**src/design/tsens_params.svh**
```systemverilog
`ifndef TSENS_PARAMS_SVH
`define TSENS_PARAMS_SVH
// ----------------------------------------
// Register byte addresses
// ----------------------------------------
`define TSENS_OFF_STATUS 12'h000
`define TSENS_OFF_LOCAL_LIMIT 12'h004
`define TSENS_OFF_REMOTE_LIMIT 12'h008
`define TSENS_OFF_POINTER 12'h00C
`define TSENS_OFF_CTRL 12'h010
`define TSENS_OFF_IRQ_STATUS 12'h014
`define TSENS_OFF_IRQ_ENABLE 12'h018
`define TSENS_OFF_IRQ_CLEAR 12'h01C
`define TSENS_OFF_ADDR 12'h020
// ----------------------------------------
// Status bit positions
// ----------------------------------------
`define TSENS_BIT_BUSY 7
`define TSENS_BIT_LOCAL 6
`define TSENS_BIT_REMOTE 4
`define TSENS_BIT_OPEN 2
// ----------------------------------------
// Reset values and addresses
// ----------------------------------------
`define TSENS_LOCAL_LIMIT_RST 8'h46
`define TSENS_REMOTE_LIMIT_RST 8'h78
`define TSENS_POINTER_RST 8'h00
`define TSENS_ALERT_ADDR 7'h0C
`define TSENS_ADDR_BASE 7'h48
// ----------------------------------------
// Timing
// ----------------------------------------
`define TSENS_CLK_HZ 10000000
`define TSENS_CONV_HZ 4
`define TSENS_CONV_CYCLES (`TSENS_CLK_HZ / `TSENS_CONV_HZ)
`define TSENS_BUSY_CYCLES 16
`endif

```
**src/design/tsens_pkg.sv**
```systemverilog
package tsens_pkg;
  typedef enum logic [1:0] {
    TSENS_IDLE = 2'b00,
    TSENS_CONV = 2'b01
  } tsens_state_t;
endpackage

```
**src/design/tsens_rate_div.sv**
```systemverilog
`timescale 1ns/1ps
`include "tsens_params.svh"
module tsens_rate_div #(
  parameter int unsigned PERIOD = `TSENS_CONV_CYCLES
) (
  // Clock and reset
  input wire logic hclk,
  input wire logic hresetn,
  // Strobe
  output logic tick
);
  logic [31:0] cnt_r;
  // Free running, never stalled by lockout so the rate stays fixed
  always_ff @(posedge hclk or negedge hresetn) begin
    if (!hresetn) begin
      cnt_r <= 32'h0000_0000;
    end else if (cnt_r == PERIOD - 1) begin
      cnt_r <= 32'h0000_0000;
    end else begin
      cnt_r <= cnt_r + 32'h0000_0001;
    end
  end
  assign tick = (cnt_r == PERIOD - 1); // RL17 RL9
endmodule

```
**src/design/tsens_core.sv**
```systemverilog
`timescale 1ns/1ps
`include "tsens_params.svh"
// Function
// RL1: Status register shows limit exceedances, conversion busy and open remote junction.
// RL2: After reset all flags read zero unless an alarm is present.
// RL3: Status read clears flags only if overtemperature has already ended.
// RL4: One fixed strapped slave address from eight variants, not programmable.
// RL5: Device also answers the alert response address.
// RL6: Supply loss resets all register contents; operation resumes afterwards.
// RL7: No conversion starts while supply lockout is active.
// RL8: Alarm output released and its latch cleared at power-up.
// RL9: Autonomous conversions start four times per second.
// RL10: Command pointer resets to zero, selecting local temperature.
// RL11: Local high limit resets to seventy degrees.
// RL12: Remote high limit resets to one hundred twenty degrees.
// RL13: Alarm latched; released by status read after fault or alert response.
// RL14: Busy bit7, local bit6, remote bit4, open bit2; others zero.
// RL15: Limits are unsigned whole degrees; seventy reads 46 hex.
// RL16: Host queries alert address; device answers with its own address.
// RL17: Free-running divider issues conversion start strobe every period.
// RL18: Flag set in the same cycle as a clearing read stays set.
module tsens_core #(
  parameter int unsigned CONV_CYCLES = `TSENS_CONV_CYCLES,
  parameter logic [2:0] ADDR_SEL = 3'h0
) (
  // AHB-Lite slave
  input wire logic hclk,
  input wire logic hresetn,
  input wire logic hsel,
  input wire logic [11:0] haddr,
  input wire logic [1:0] htrans,
  input wire logic hwrite,
  input wire logic [2:0] hsize,
  input wire logic [31:0] hwdata,
  input wire logic hready,
  output logic [31:0] hrdata,
  output logic hreadyout,
  output logic hresp,
  // Supply monitors
  input wire logic supply_ok,
  input wire logic supply_lockout,
  // Measurement front end
  input wire logic [7:0] local_temp,
  input wire logic [7:0] remote_temp,
  input wire logic diode_open,
  output logic conv_start,
  // Alert response from link
  input wire logic alert_resp,
  output logic [6:0] alert_addr_out,
  // Alarm pin and interrupt
  output logic alarm_out,
  output logic alarm_oe,
  output logic irq
);
  // ----------------------------------------
  // Reset combining
  // ----------------------------------------
  logic rst_n;
  assign rst_n = hresetn & supply_ok; // RL6
  // ----------------------------------------
  // Bus decode
  // ----------------------------------------
  logic ph_wr_r, ph_rd_r;
  logic [11:0] ph_addr_r;
  logic take;
  assign take = hsel & hready & htrans[1];
  always_ff @(posedge hclk or negedge rst_n) begin
    if (!rst_n) begin
      ph_wr_r <= 1'b0;
      ph_rd_r <= 1'b0;
      ph_addr_r <= 12'h000;
    end else begin
      ph_wr_r <= take & hwrite;
      ph_rd_r <= take & ~hwrite;
      ph_addr_r <= haddr;
    end
  end
  assign hreadyout = 1'b1;
  assign hresp = 1'b0;
  logic rd_status;
  assign rd_status = take & ~hwrite & (haddr == `TSENS_OFF_STATUS);
  // ----------------------------------------
  // Conversion sequencer
  // ----------------------------------------
  logic tick;
  tsens_rate_div #(.PERIOD(CONV_CYCLES)) u_div (
    .hclk(hclk),
    .hresetn(rst_n),
    .tick(tick)
  );
  tsens_pkg::tsens_state_t st_r;
  logic [7:0] busy_cnt_r;
  logic conv_done;
  logic run_stop_r;
  always_ff @(posedge hclk or negedge rst_n) begin
    if (!rst_n) begin
      st_r <= tsens_pkg::TSENS_IDLE;
      busy_cnt_r <= 8'h00;
    end else begin
      case (st_r)
        tsens_pkg::TSENS_IDLE: begin
          if (tick && !supply_lockout && !run_stop_r) begin // RL7 RL9
            st_r <= tsens_pkg::TSENS_CONV;
            busy_cnt_r <= 8'h00;
          end
        end
        tsens_pkg::TSENS_CONV: begin
          busy_cnt_r <= busy_cnt_r + 8'h01;
          if (busy_cnt_r == 8'(`TSENS_BUSY_CYCLES - 1)) begin
            st_r <= tsens_pkg::TSENS_IDLE;
          end
        end
        default: st_r <= tsens_pkg::TSENS_IDLE;
      endcase
    end
  end
  assign conv_start = (st_r == tsens_pkg::TSENS_IDLE) & tick & ~supply_lockout & ~run_stop_r;
  assign conv_done = (st_r == tsens_pkg::TSENS_CONV) &
                     (busy_cnt_r == 8'(`TSENS_BUSY_CYCLES - 1));
  // ----------------------------------------
  // Limits, pointer and control
  // ----------------------------------------
  logic [7:0] local_limit_r, remote_limit_r, pointer_r;
  always_ff @(posedge hclk or negedge rst_n) begin
    if (!rst_n) begin
      local_limit_r <= `TSENS_LOCAL_LIMIT_RST; // RL11 RL15
      remote_limit_r <= `TSENS_REMOTE_LIMIT_RST; // RL12
      pointer_r <= `TSENS_POINTER_RST; // RL10
      run_stop_r <= 1'b0;
    end else if (ph_wr_r) begin
      case (ph_addr_r)
        `TSENS_OFF_LOCAL_LIMIT: local_limit_r <= hwdata[7:0];
        `TSENS_OFF_REMOTE_LIMIT: remote_limit_r <= hwdata[7:0];
        `TSENS_OFF_POINTER: pointer_r <= hwdata[7:0];
        `TSENS_OFF_CTRL: run_stop_r <= hwdata[0];
        default: ;
      endcase
    end
  end
  // ----------------------------------------
  // Status flags
  // ----------------------------------------
  logic local_over_flag_r, remote_over_flag_r, open_flag_r;
  logic local_hot, remote_hot, fault_now, clr_ok;
  assign local_hot = conv_done & (local_temp > local_limit_r);
  assign remote_hot = conv_done & (remote_temp > remote_limit_r);
  // Limit faults are judged at the last conversion, diode_open at the live input
  logic local_cond_r, remote_cond_r;
  always_ff @(posedge hclk or negedge rst_n) begin
    if (!rst_n) begin
      local_cond_r <= 1'b0;
      remote_cond_r <= 1'b0;
    end else if (conv_done) begin
      local_cond_r <= local_temp > local_limit_r;
      remote_cond_r <= remote_temp > remote_limit_r;
    end
  end
  assign fault_now = local_cond_r | remote_cond_r | diode_open;
  assign clr_ok = rd_status & ~fault_now; // RL3
  always_ff @(posedge hclk or negedge rst_n) begin
    if (!rst_n) begin
      local_over_flag_r <= 1'b0; // RL2
      remote_over_flag_r <= 1'b0;
      open_flag_r <= 1'b0;
    end else begin
      local_over_flag_r <= local_hot | (local_over_flag_r & ~clr_ok); // RL18
      remote_over_flag_r <= remote_hot | (remote_over_flag_r & ~clr_ok); // RL18
      open_flag_r <= (conv_done & diode_open) | (open_flag_r & ~clr_ok);
    end
  end
  logic [7:0] status;
  always_comb begin
    status = 8'h00; // RL14
    status[`TSENS_BIT_BUSY] = (st_r == tsens_pkg::TSENS_CONV); // RL1
    status[`TSENS_BIT_LOCAL] = local_over_flag_r;
    status[`TSENS_BIT_REMOTE] = remote_over_flag_r;
    status[`TSENS_BIT_OPEN] = open_flag_r;
  end
  // ----------------------------------------
  // Alarm latch and alert response
  // ----------------------------------------
  logic [6:0] own_addr;
  assign own_addr = `TSENS_ADDR_BASE | {4'h0, ADDR_SEL}; // RL4
  logic alarm_r;
  logic alarm_set;
  // Diode faults never drive the alarm pin
  assign alarm_set = local_hot | remote_hot;
  always_ff @(posedge hclk or negedge rst_n) begin
    if (!rst_n) begin
      alarm_r <= 1'b0; // RL8
    end else if (alarm_set) begin
      alarm_r <= 1'b1;
    end else if (clr_ok || (alert_resp && alarm_r)) begin
      alarm_r <= 1'b0; // RL13
    end
  end
  // Open drain: drive low only while latched
  assign alarm_out = 1'b0;
  assign alarm_oe = alarm_r;
  assign alert_addr_out = alarm_r ? own_addr : 7'h00; // RL5 RL16
  // ----------------------------------------
  // Interrupt registers
  // ----------------------------------------
  logic [2:0] irq_stat_r, irq_en_r, irq_ev, irq_clr;
  assign irq_ev = {conv_done, local_hot | remote_hot, conv_done & diode_open};
  assign irq_clr = (ph_wr_r && ph_addr_r == `TSENS_OFF_IRQ_CLEAR) ? hwdata[2:0] : 3'h0;
  always_ff @(posedge hclk or negedge rst_n) begin
    if (!rst_n) begin
      irq_stat_r <= 3'h0;
    end else begin
      irq_stat_r <= irq_ev | (irq_stat_r & ~irq_clr);
    end
  end
  always_ff @(posedge hclk or negedge rst_n) begin
    if (!rst_n) begin
      irq_en_r <= 3'h0;
    end else if (ph_wr_r && ph_addr_r == `TSENS_OFF_IRQ_ENABLE) begin
      irq_en_r <= hwdata[2:0];
    end
  end
  assign irq = |(irq_stat_r & irq_en_r);
  // ----------------------------------------
  // Read data
  // ----------------------------------------
  logic [31:0] rdata_r;
  always_ff @(posedge hclk or negedge rst_n) begin
    if (!rst_n) begin
      rdata_r <= 32'h0000_0000;
    end else if (take && !hwrite) begin
      case (haddr)
        `TSENS_OFF_STATUS: rdata_r <= {24'h00_0000, status};
        `TSENS_OFF_LOCAL_LIMIT: rdata_r <= {24'h00_0000, local_limit_r};
        `TSENS_OFF_REMOTE_LIMIT: rdata_r <= {24'h00_0000, remote_limit_r};
        `TSENS_OFF_POINTER: rdata_r <= {24'h00_0000, pointer_r};
        `TSENS_OFF_CTRL: rdata_r <= {31'h0000_0000, run_stop_r};
        `TSENS_OFF_IRQ_STATUS: rdata_r <= {29'h0000_0000, irq_stat_r};
        `TSENS_OFF_IRQ_ENABLE: rdata_r <= {29'h0000_0000, irq_en_r};
        `TSENS_OFF_ADDR: rdata_r <= {25'h000_0000, own_addr};
        default: rdata_r <= 32'h0000_0000;
      endcase
    end
  end
  assign hrdata = rdata_r;
endmodule

```
**config.mk**
```make
export PLATFORM = sky130hd
export DESIGN_NAME = tsens_core
export DESIGN_NICKNAME = d
export VERILOG_FILES = /design/src/design/tsens_pkg.sv /design/src/design/tsens_rate_div.sv /design/src/design/tsens_core.sv
export VERILOG_INCLUDE_DIRS = /design/src /design/src/design
export SDC_FILE = /design/constraint.sdc
export NUM_CORES = 1
export LEC_CHECK = 0
export BUFFER_PORTS_ARGS = -buffer_cell sky130_fd_sc_hd__buf_2
export CAP_MARGIN = 25
export CORE_AREA = 5 5 97 135
export DETAILED_ROUTE_END_ITERATION = 16
export DIE_AREA = 0 0 102 140
export PLACE_DENSITY = 0.7
export SETUP_SLACK_MARGIN = 0.1
export SYNTH_ARGS = -nofsm -noshare
export SYNTH_HDL_FRONTEND = slang
export SYNTH_HIERARCHICAL = 1
export SYNTH_SLANG_ARGS = --single-unit
```
**constraint.sdc**
```tcl
create_clock -name hclk -period 4.5 [get_ports hclk]
set_input_delay 1.125 -clock hclk [delete_from_list [all_inputs] [get_ports hclk]]
set_output_delay 1.125 -clock hclk [all_outputs]
set_load 0.005 [all_outputs]
```
# --- Word level (Yosys, flattened, before mapping) ---
# Cells that the tools add are included.
word_totals:
  out_inout_bits: 45
  regBits: 124
  mem_count: 0
  ramBits: 0
  latchBits: 0
  romBits: 0
  input_bits: 74
  wordCells: 104
op_classes:
  n_reduce_logical: 21
  n_mux: 11
  n_addsub: 2
  n_eq_ne: 18
  n_shift: 0
  div: 0
  bitwise_logic: 32
  mul: 0
  n_lt_le_gt_ge: 2
op_table:
  columns: ["cell", "n"]
  rows:
  - ["$eq A12 B5 Y1 const B", 6]
  - ["$pmux W8 S8", 1]
  - ["$eq A12 B4 Y1 const B", 4]
  - ["$add A32 B1 Y32 const B", 1]
  - ["$eq A32 B22 Y1 const B", 1]
  - ["$mux W32", 1]
  - ["$eq A12 B3 Y1 const B", 2]
  - ["$and A1 B1 Y1", 17]
  - ["$gt A8 B8 Y1", 2]
  - ["$pmux W8 S2", 1]
  - ["$eq A12 B6 Y1 const B", 1]
  - ["$logic_not A12 Y1", 1]
  - ["$reduce_and A2 Y1", 6]
  - ["$add A8 B1 Y8 const B", 1]
  - ["$eq A8 B4 Y1 const B", 1]
  - ["$mux W8", 1]
  - ["$mux W7", 1]
  - ["$and A3 B3 Y3", 2]
  - ["$logic_and A1 B1 Y1", 6]
  - ["$or A1 B1 Y1", 6]
  - ["$not A1 Y1", 5]
  - ["$mux W2", 2]
  - ["$pmux W2 S2", 1]
  - ["$reduce_bool A2 Y1", 2]
  - ["11 further kinds", 14]

# --- Logic depth before layout (Yosys ltp) ---
depth:
  ltp_word: 8
  mapped_depth: 8
  mapped_depth_nobuf: 7

# --- Modules after synthesis ---
# Netlist, hierarchy kept.
by_module_without_submodules:
  columns: ["module", "cells_each", "instances", "area_each_um2"]
  rows:
  - ["tsens_core", 339, 1, 3483.3]
  - ["tsens_rate_div", 146, 1, 1642.8]

# --- Least setup slack after synthesis ---
# No wires, ideal clock.
synth_path:
  path_kind: "register -> output"
  start: "register u_div.cnt_r[0]"
  end: "output port conv_start"
  required_time_ns: 3.375
  arrival_ns: 1.858
  path_slack_ns: 1.517
  path_stages_with_launch: 8
  path_buffers: 1
  cell_sequence: "dfrtp_1 > ha_1 > nand4_4 > nor4_1 > buf_4 > nor3b_1 > nand2b_1 > inv_1"
synth_between:
  elab_chain_cells: 4
synth_rtl:
  columns: ["element", "line", "rtl"]
  rows:
  - ["from (decl)", "tsens_rate_div.sv:12", "logic [31:0] cnt_r;"]
  - ["from (signal assigned)", "tsens_rate_div.sv:20", "cnt_r <= cnt_r + 32'h0000_0001;"]
  - ["$eq A32 B22 Y1", "tsens_rate_div.sv:23", "assign tick = (cnt_r == PERIOD - 1);"]
  - ["net tick", "tsens_core.sv:85", "logic tick;"]
  - ["$and A1 B1 Y1 (3 in series)", "tsens_core.sv:117", "assign conv_start = (st_r == tsens_pkg::TSENS_IDLE) & tick & ~supply_lockout & ~run_stop_r;"]
  - ["to (decl)", "tsens_core.sv:46", "output logic conv_start,"]
# The timed path passes the listed nets, and every way through them passes these cells.

# --- Worst setup path after layout ---
layout_path:
  start: "register u_div.cnt_r[23]"
  end: "output port conv_start"
# Same word-level chain as after synthesis.

==> out/qor.yml <==
status:
  result_of_the_run: "complete, no violations"
clock_network:
  cts.sinks: 99
  inserted_clock_buffers: 9
  number_of_hold_repair_buffers_added_at_the_cts_stage: 0
  clk_path_buf_depth: 2
  cts.reportedPaths.clkPinSlew_ps: 70
  clock_insertion_delay_worst_skew_ps: 340
  tritoncts_clock_tree: "built"
  clock_tree.root_cell: "clkbuf_16"
  cts_max_level: 3
  post-cts-setup-buffers: 0
  post_cts.resized_instances: 0
layout:
  insertedDiodeCount: 0
  area_growth_syn_to_layout_pct: 13.4
  final_cells: 696
  total_nets_final: 636
  post_layout_instance_area_mm2: 0.00581
  final_common_cell: "dfrtp_1"
  layout_cells_sized_above_1: 0.233
  final_core_util: 0.497
  most_used_cells_in_the_layout_excluding_fill_and_tap_cells: "dfrtp_1 (92), buf_2 (58), nand2_1 (55)"
route:
  drc: 0
  final_antenna_net_count: 0
  postRouteWirelength_mm: 11.1
  vias_per_cell: 5.25
  detailroute.via_count: 3651
  detailed_routing_iteration_count_for_the_pre_antenna_repair_pass: 4
  detailedRoute.firstIterationViolations: 171
  detail_route.wl_per_cell_um: 16.0
synthesis:
  async_reset_ff_frac: 1.00
  synth_edf_count: 0
  synthSimpleGateAreaFrac: 0.207
  dominantRegCellSynth: "dfrtp_1"
  synthesis.instances: 485
  yosysWarningCount: 6
  postSynthAreaPerCell_um2: 10.6
  synth.area.mux_share: 0.0520
  synth_top_family_by_area: "simple AND/OR/NAND/NOR gates"
  synth-adder-area-share: 0.0439
  synth-xor-area-share: 0.0513
  synth_compound_gate_area_share: 0.0835
  netlist-cell-type-count: 63
  ys_seq_area_frac: 0.485
  yosys_register_bits: 99
  synth_area_mm2: 0.00513
timing:
  layout_setup_ws_ps: 931
  timing_max_transition_violations_final: 0
  worst_clock_skew_ps: 10.4
  period_needed_ps: 3570
  final_hold_viol_count: 0
  timing.final.crit_share: 0.793
  worst_hold_slack_ps: 480
  final.setup.tns_ps: 0
  transition_time_at_the_pin_with_the_least_slew_margin_ps: 885
  setup_repair_after_global_routing_missed_its_margin: "no"
  finalSetupViolCount: 0
  clock.fmax_mhz: 280
  slew_headroom: 0.408
placed_design:
  place_congestion: 0.843
  io_buffers: 58
  dp.cells: 679
  placement.cell_area_mm2: 0.00545
  hpwl_mm: 8.63
  preCtsSetupSlack_ps: 1260
run:
  maxCapViolations: 0
power_and_ir_drop:
  power_leakage_nw: 2.92
  totalPowerFinal_mw: 1.87
  seq_power_share: 0.480
  power-per-cell-area_mw_per_mm2: 322
  switching_fraction_of_total_power: 0.211
  intPower_mw: 1.48
  power.switching_mw: 0.395
  power.combinational.fraction: 0.049
  share_clk_of_total_power: 0.471
  max-vdd-ir-drop_uv: 213
setup_path:
  critPathLaunchType: "flop"
  cpMaxStageDelayCell: "dfrtp_1"
  timing.critical_path.cells: "nor4b_1 > nand4_1 > nor4_1 > nor3b_1 > nand2b_1 > inv_1 > buf_2"
  path_delay_family: "simple AND/OR/NAND/NOR gates"
  timing.critical_path.fanout_max: 6
  critPathKind: "flop to output port"
  worst_ep_required_time_ps: 3380
  cpPeakStageDelay_ps: 440
  timing.critical_path.arrival_ps: 2440
  reg2reg_setup_slack_ps: 2100
  timing.critical_path.to_type: "output port"
  critical_path.n_buffers_inverters: 2
global_routing:
  maximum_number_of_pins_on_one_net_before_global_route_repair: 78
  grt_pass1_vias: 3948
  initial_antenna_violation_count: 0
  grt_pass1_wl_mm: 19.1
  track_usage: 0.167
  globalRoute.totalOverflow: 0
floorplanning:
  die_area_mm2: 0.0143
  floorplan.die.height_um: 140
  ios: 119
  placementRows: 47
  die_w_um: 102
  coreArea_mm2: 0.0117
  initial_core_util: 0.438
min_path:
  hold_path_class: "flop to flop"
## sequential cells by signal, summed over array words and instances, names as in the netlist, 3 cells and up
signal          count
irq_en_r            3
local_limit_r       8
irq_stat_r          3
ph_addr_r          12
remote_limit_r      8
u_div/cnt_r        32
hrdata              8
busy_cnt_r          8
pointer_r           8
## kinds of logic after synthesis
| kind of cell | Yosys count |
|---|---|
| XOR/XNOR | 30 |
| other | 2 |
| multiplexers | 21 |
| AO/OA/AOI/OAI | 69 |
| adder cells (fa/ha/maj) | 18 |
| AND/OR/NAND/NOR | 177 |
| flip-flops | 99 |
| buffers and inverters | 69 |
## final cells by class
class | instances | area [um2]
Tap cell | 147 | 184
Multi-Input combinational cell | 347 | 2360
Timing Repair Buffer | 63 | 340
Sequential cell | 99 | 2490
Fill cell | 1051 | 5890
Inverter | 24 | 90.1
Clock inverter | 7 | 123
Clock buffer | 9 | 225
## Yosys cell counts (5+ instances only)
library cell | number | area [um2]
dfrtp_1 | 92 | 2300
nand2_1 | 55 | 206
o21ai_0 | 36 | 180
buf_4 | 35 | 263
nor2_1 | 27 | 101
inv_1 | 24 | 90.1
nand3_1 | 20 | 100
ha_1 | 18 | 225
xnor2_1 | 16 | 140
mux2_2 | 15 | 169
xor2_1 | 14 | 123
nand4_1 | 12 | 75.1
clkbuf_1 | 9 | 33.8
nor4_1 | 8 | 50.1
dfstp_2 | 7 | 184
a21oi_1 | 5 | 25.0
## worst min-delay path, stage by stage (launching register included)
cell and delay [ps]:
dfrtp_1 340, nand2_1 50, o21ai_0 60
## final timing paths
path / end / cells past startpoint / start
worst min-delay path: hrdata[4] / 2 / hrdata[4]
worst max register to register: remote_limit_r[0] / 4 / ph_addr_r[8]
worst max-delay path: conv_start / 7 / u_div/cnt_r[23]
min in group asynchronous: u_div/cnt_r[4] / 2 / supply_ok
max in group asynchronous: ph_wr_r / 4 / hresetn
worst min register to register: hrdata[4] / 2 / hrdata[4]
## per-layer routing
layer  share of wire  up-vias  track usage
li1                -     1766            -
met1            0.39     1801        0.190
met2            0.55       65        0.301
met3           0.034       19       0.0363
met4           0.029        0       0.0608
met5               0        -            0
## power by group through the flow
stage                     registers [mW]  clock network (mW)  logic, mW
after floorplan                    0.915                   0     0.0688
after global placement             0.915                   0     0.0873
after detailed placement           0.915                   0     0.0894
after CTS                          0.899               0.897     0.0898
after global routing               0.899               0.937      0.104
final                              0.899               0.881     0.0915
Note: power is estimated with default switching activity, not from simulation.
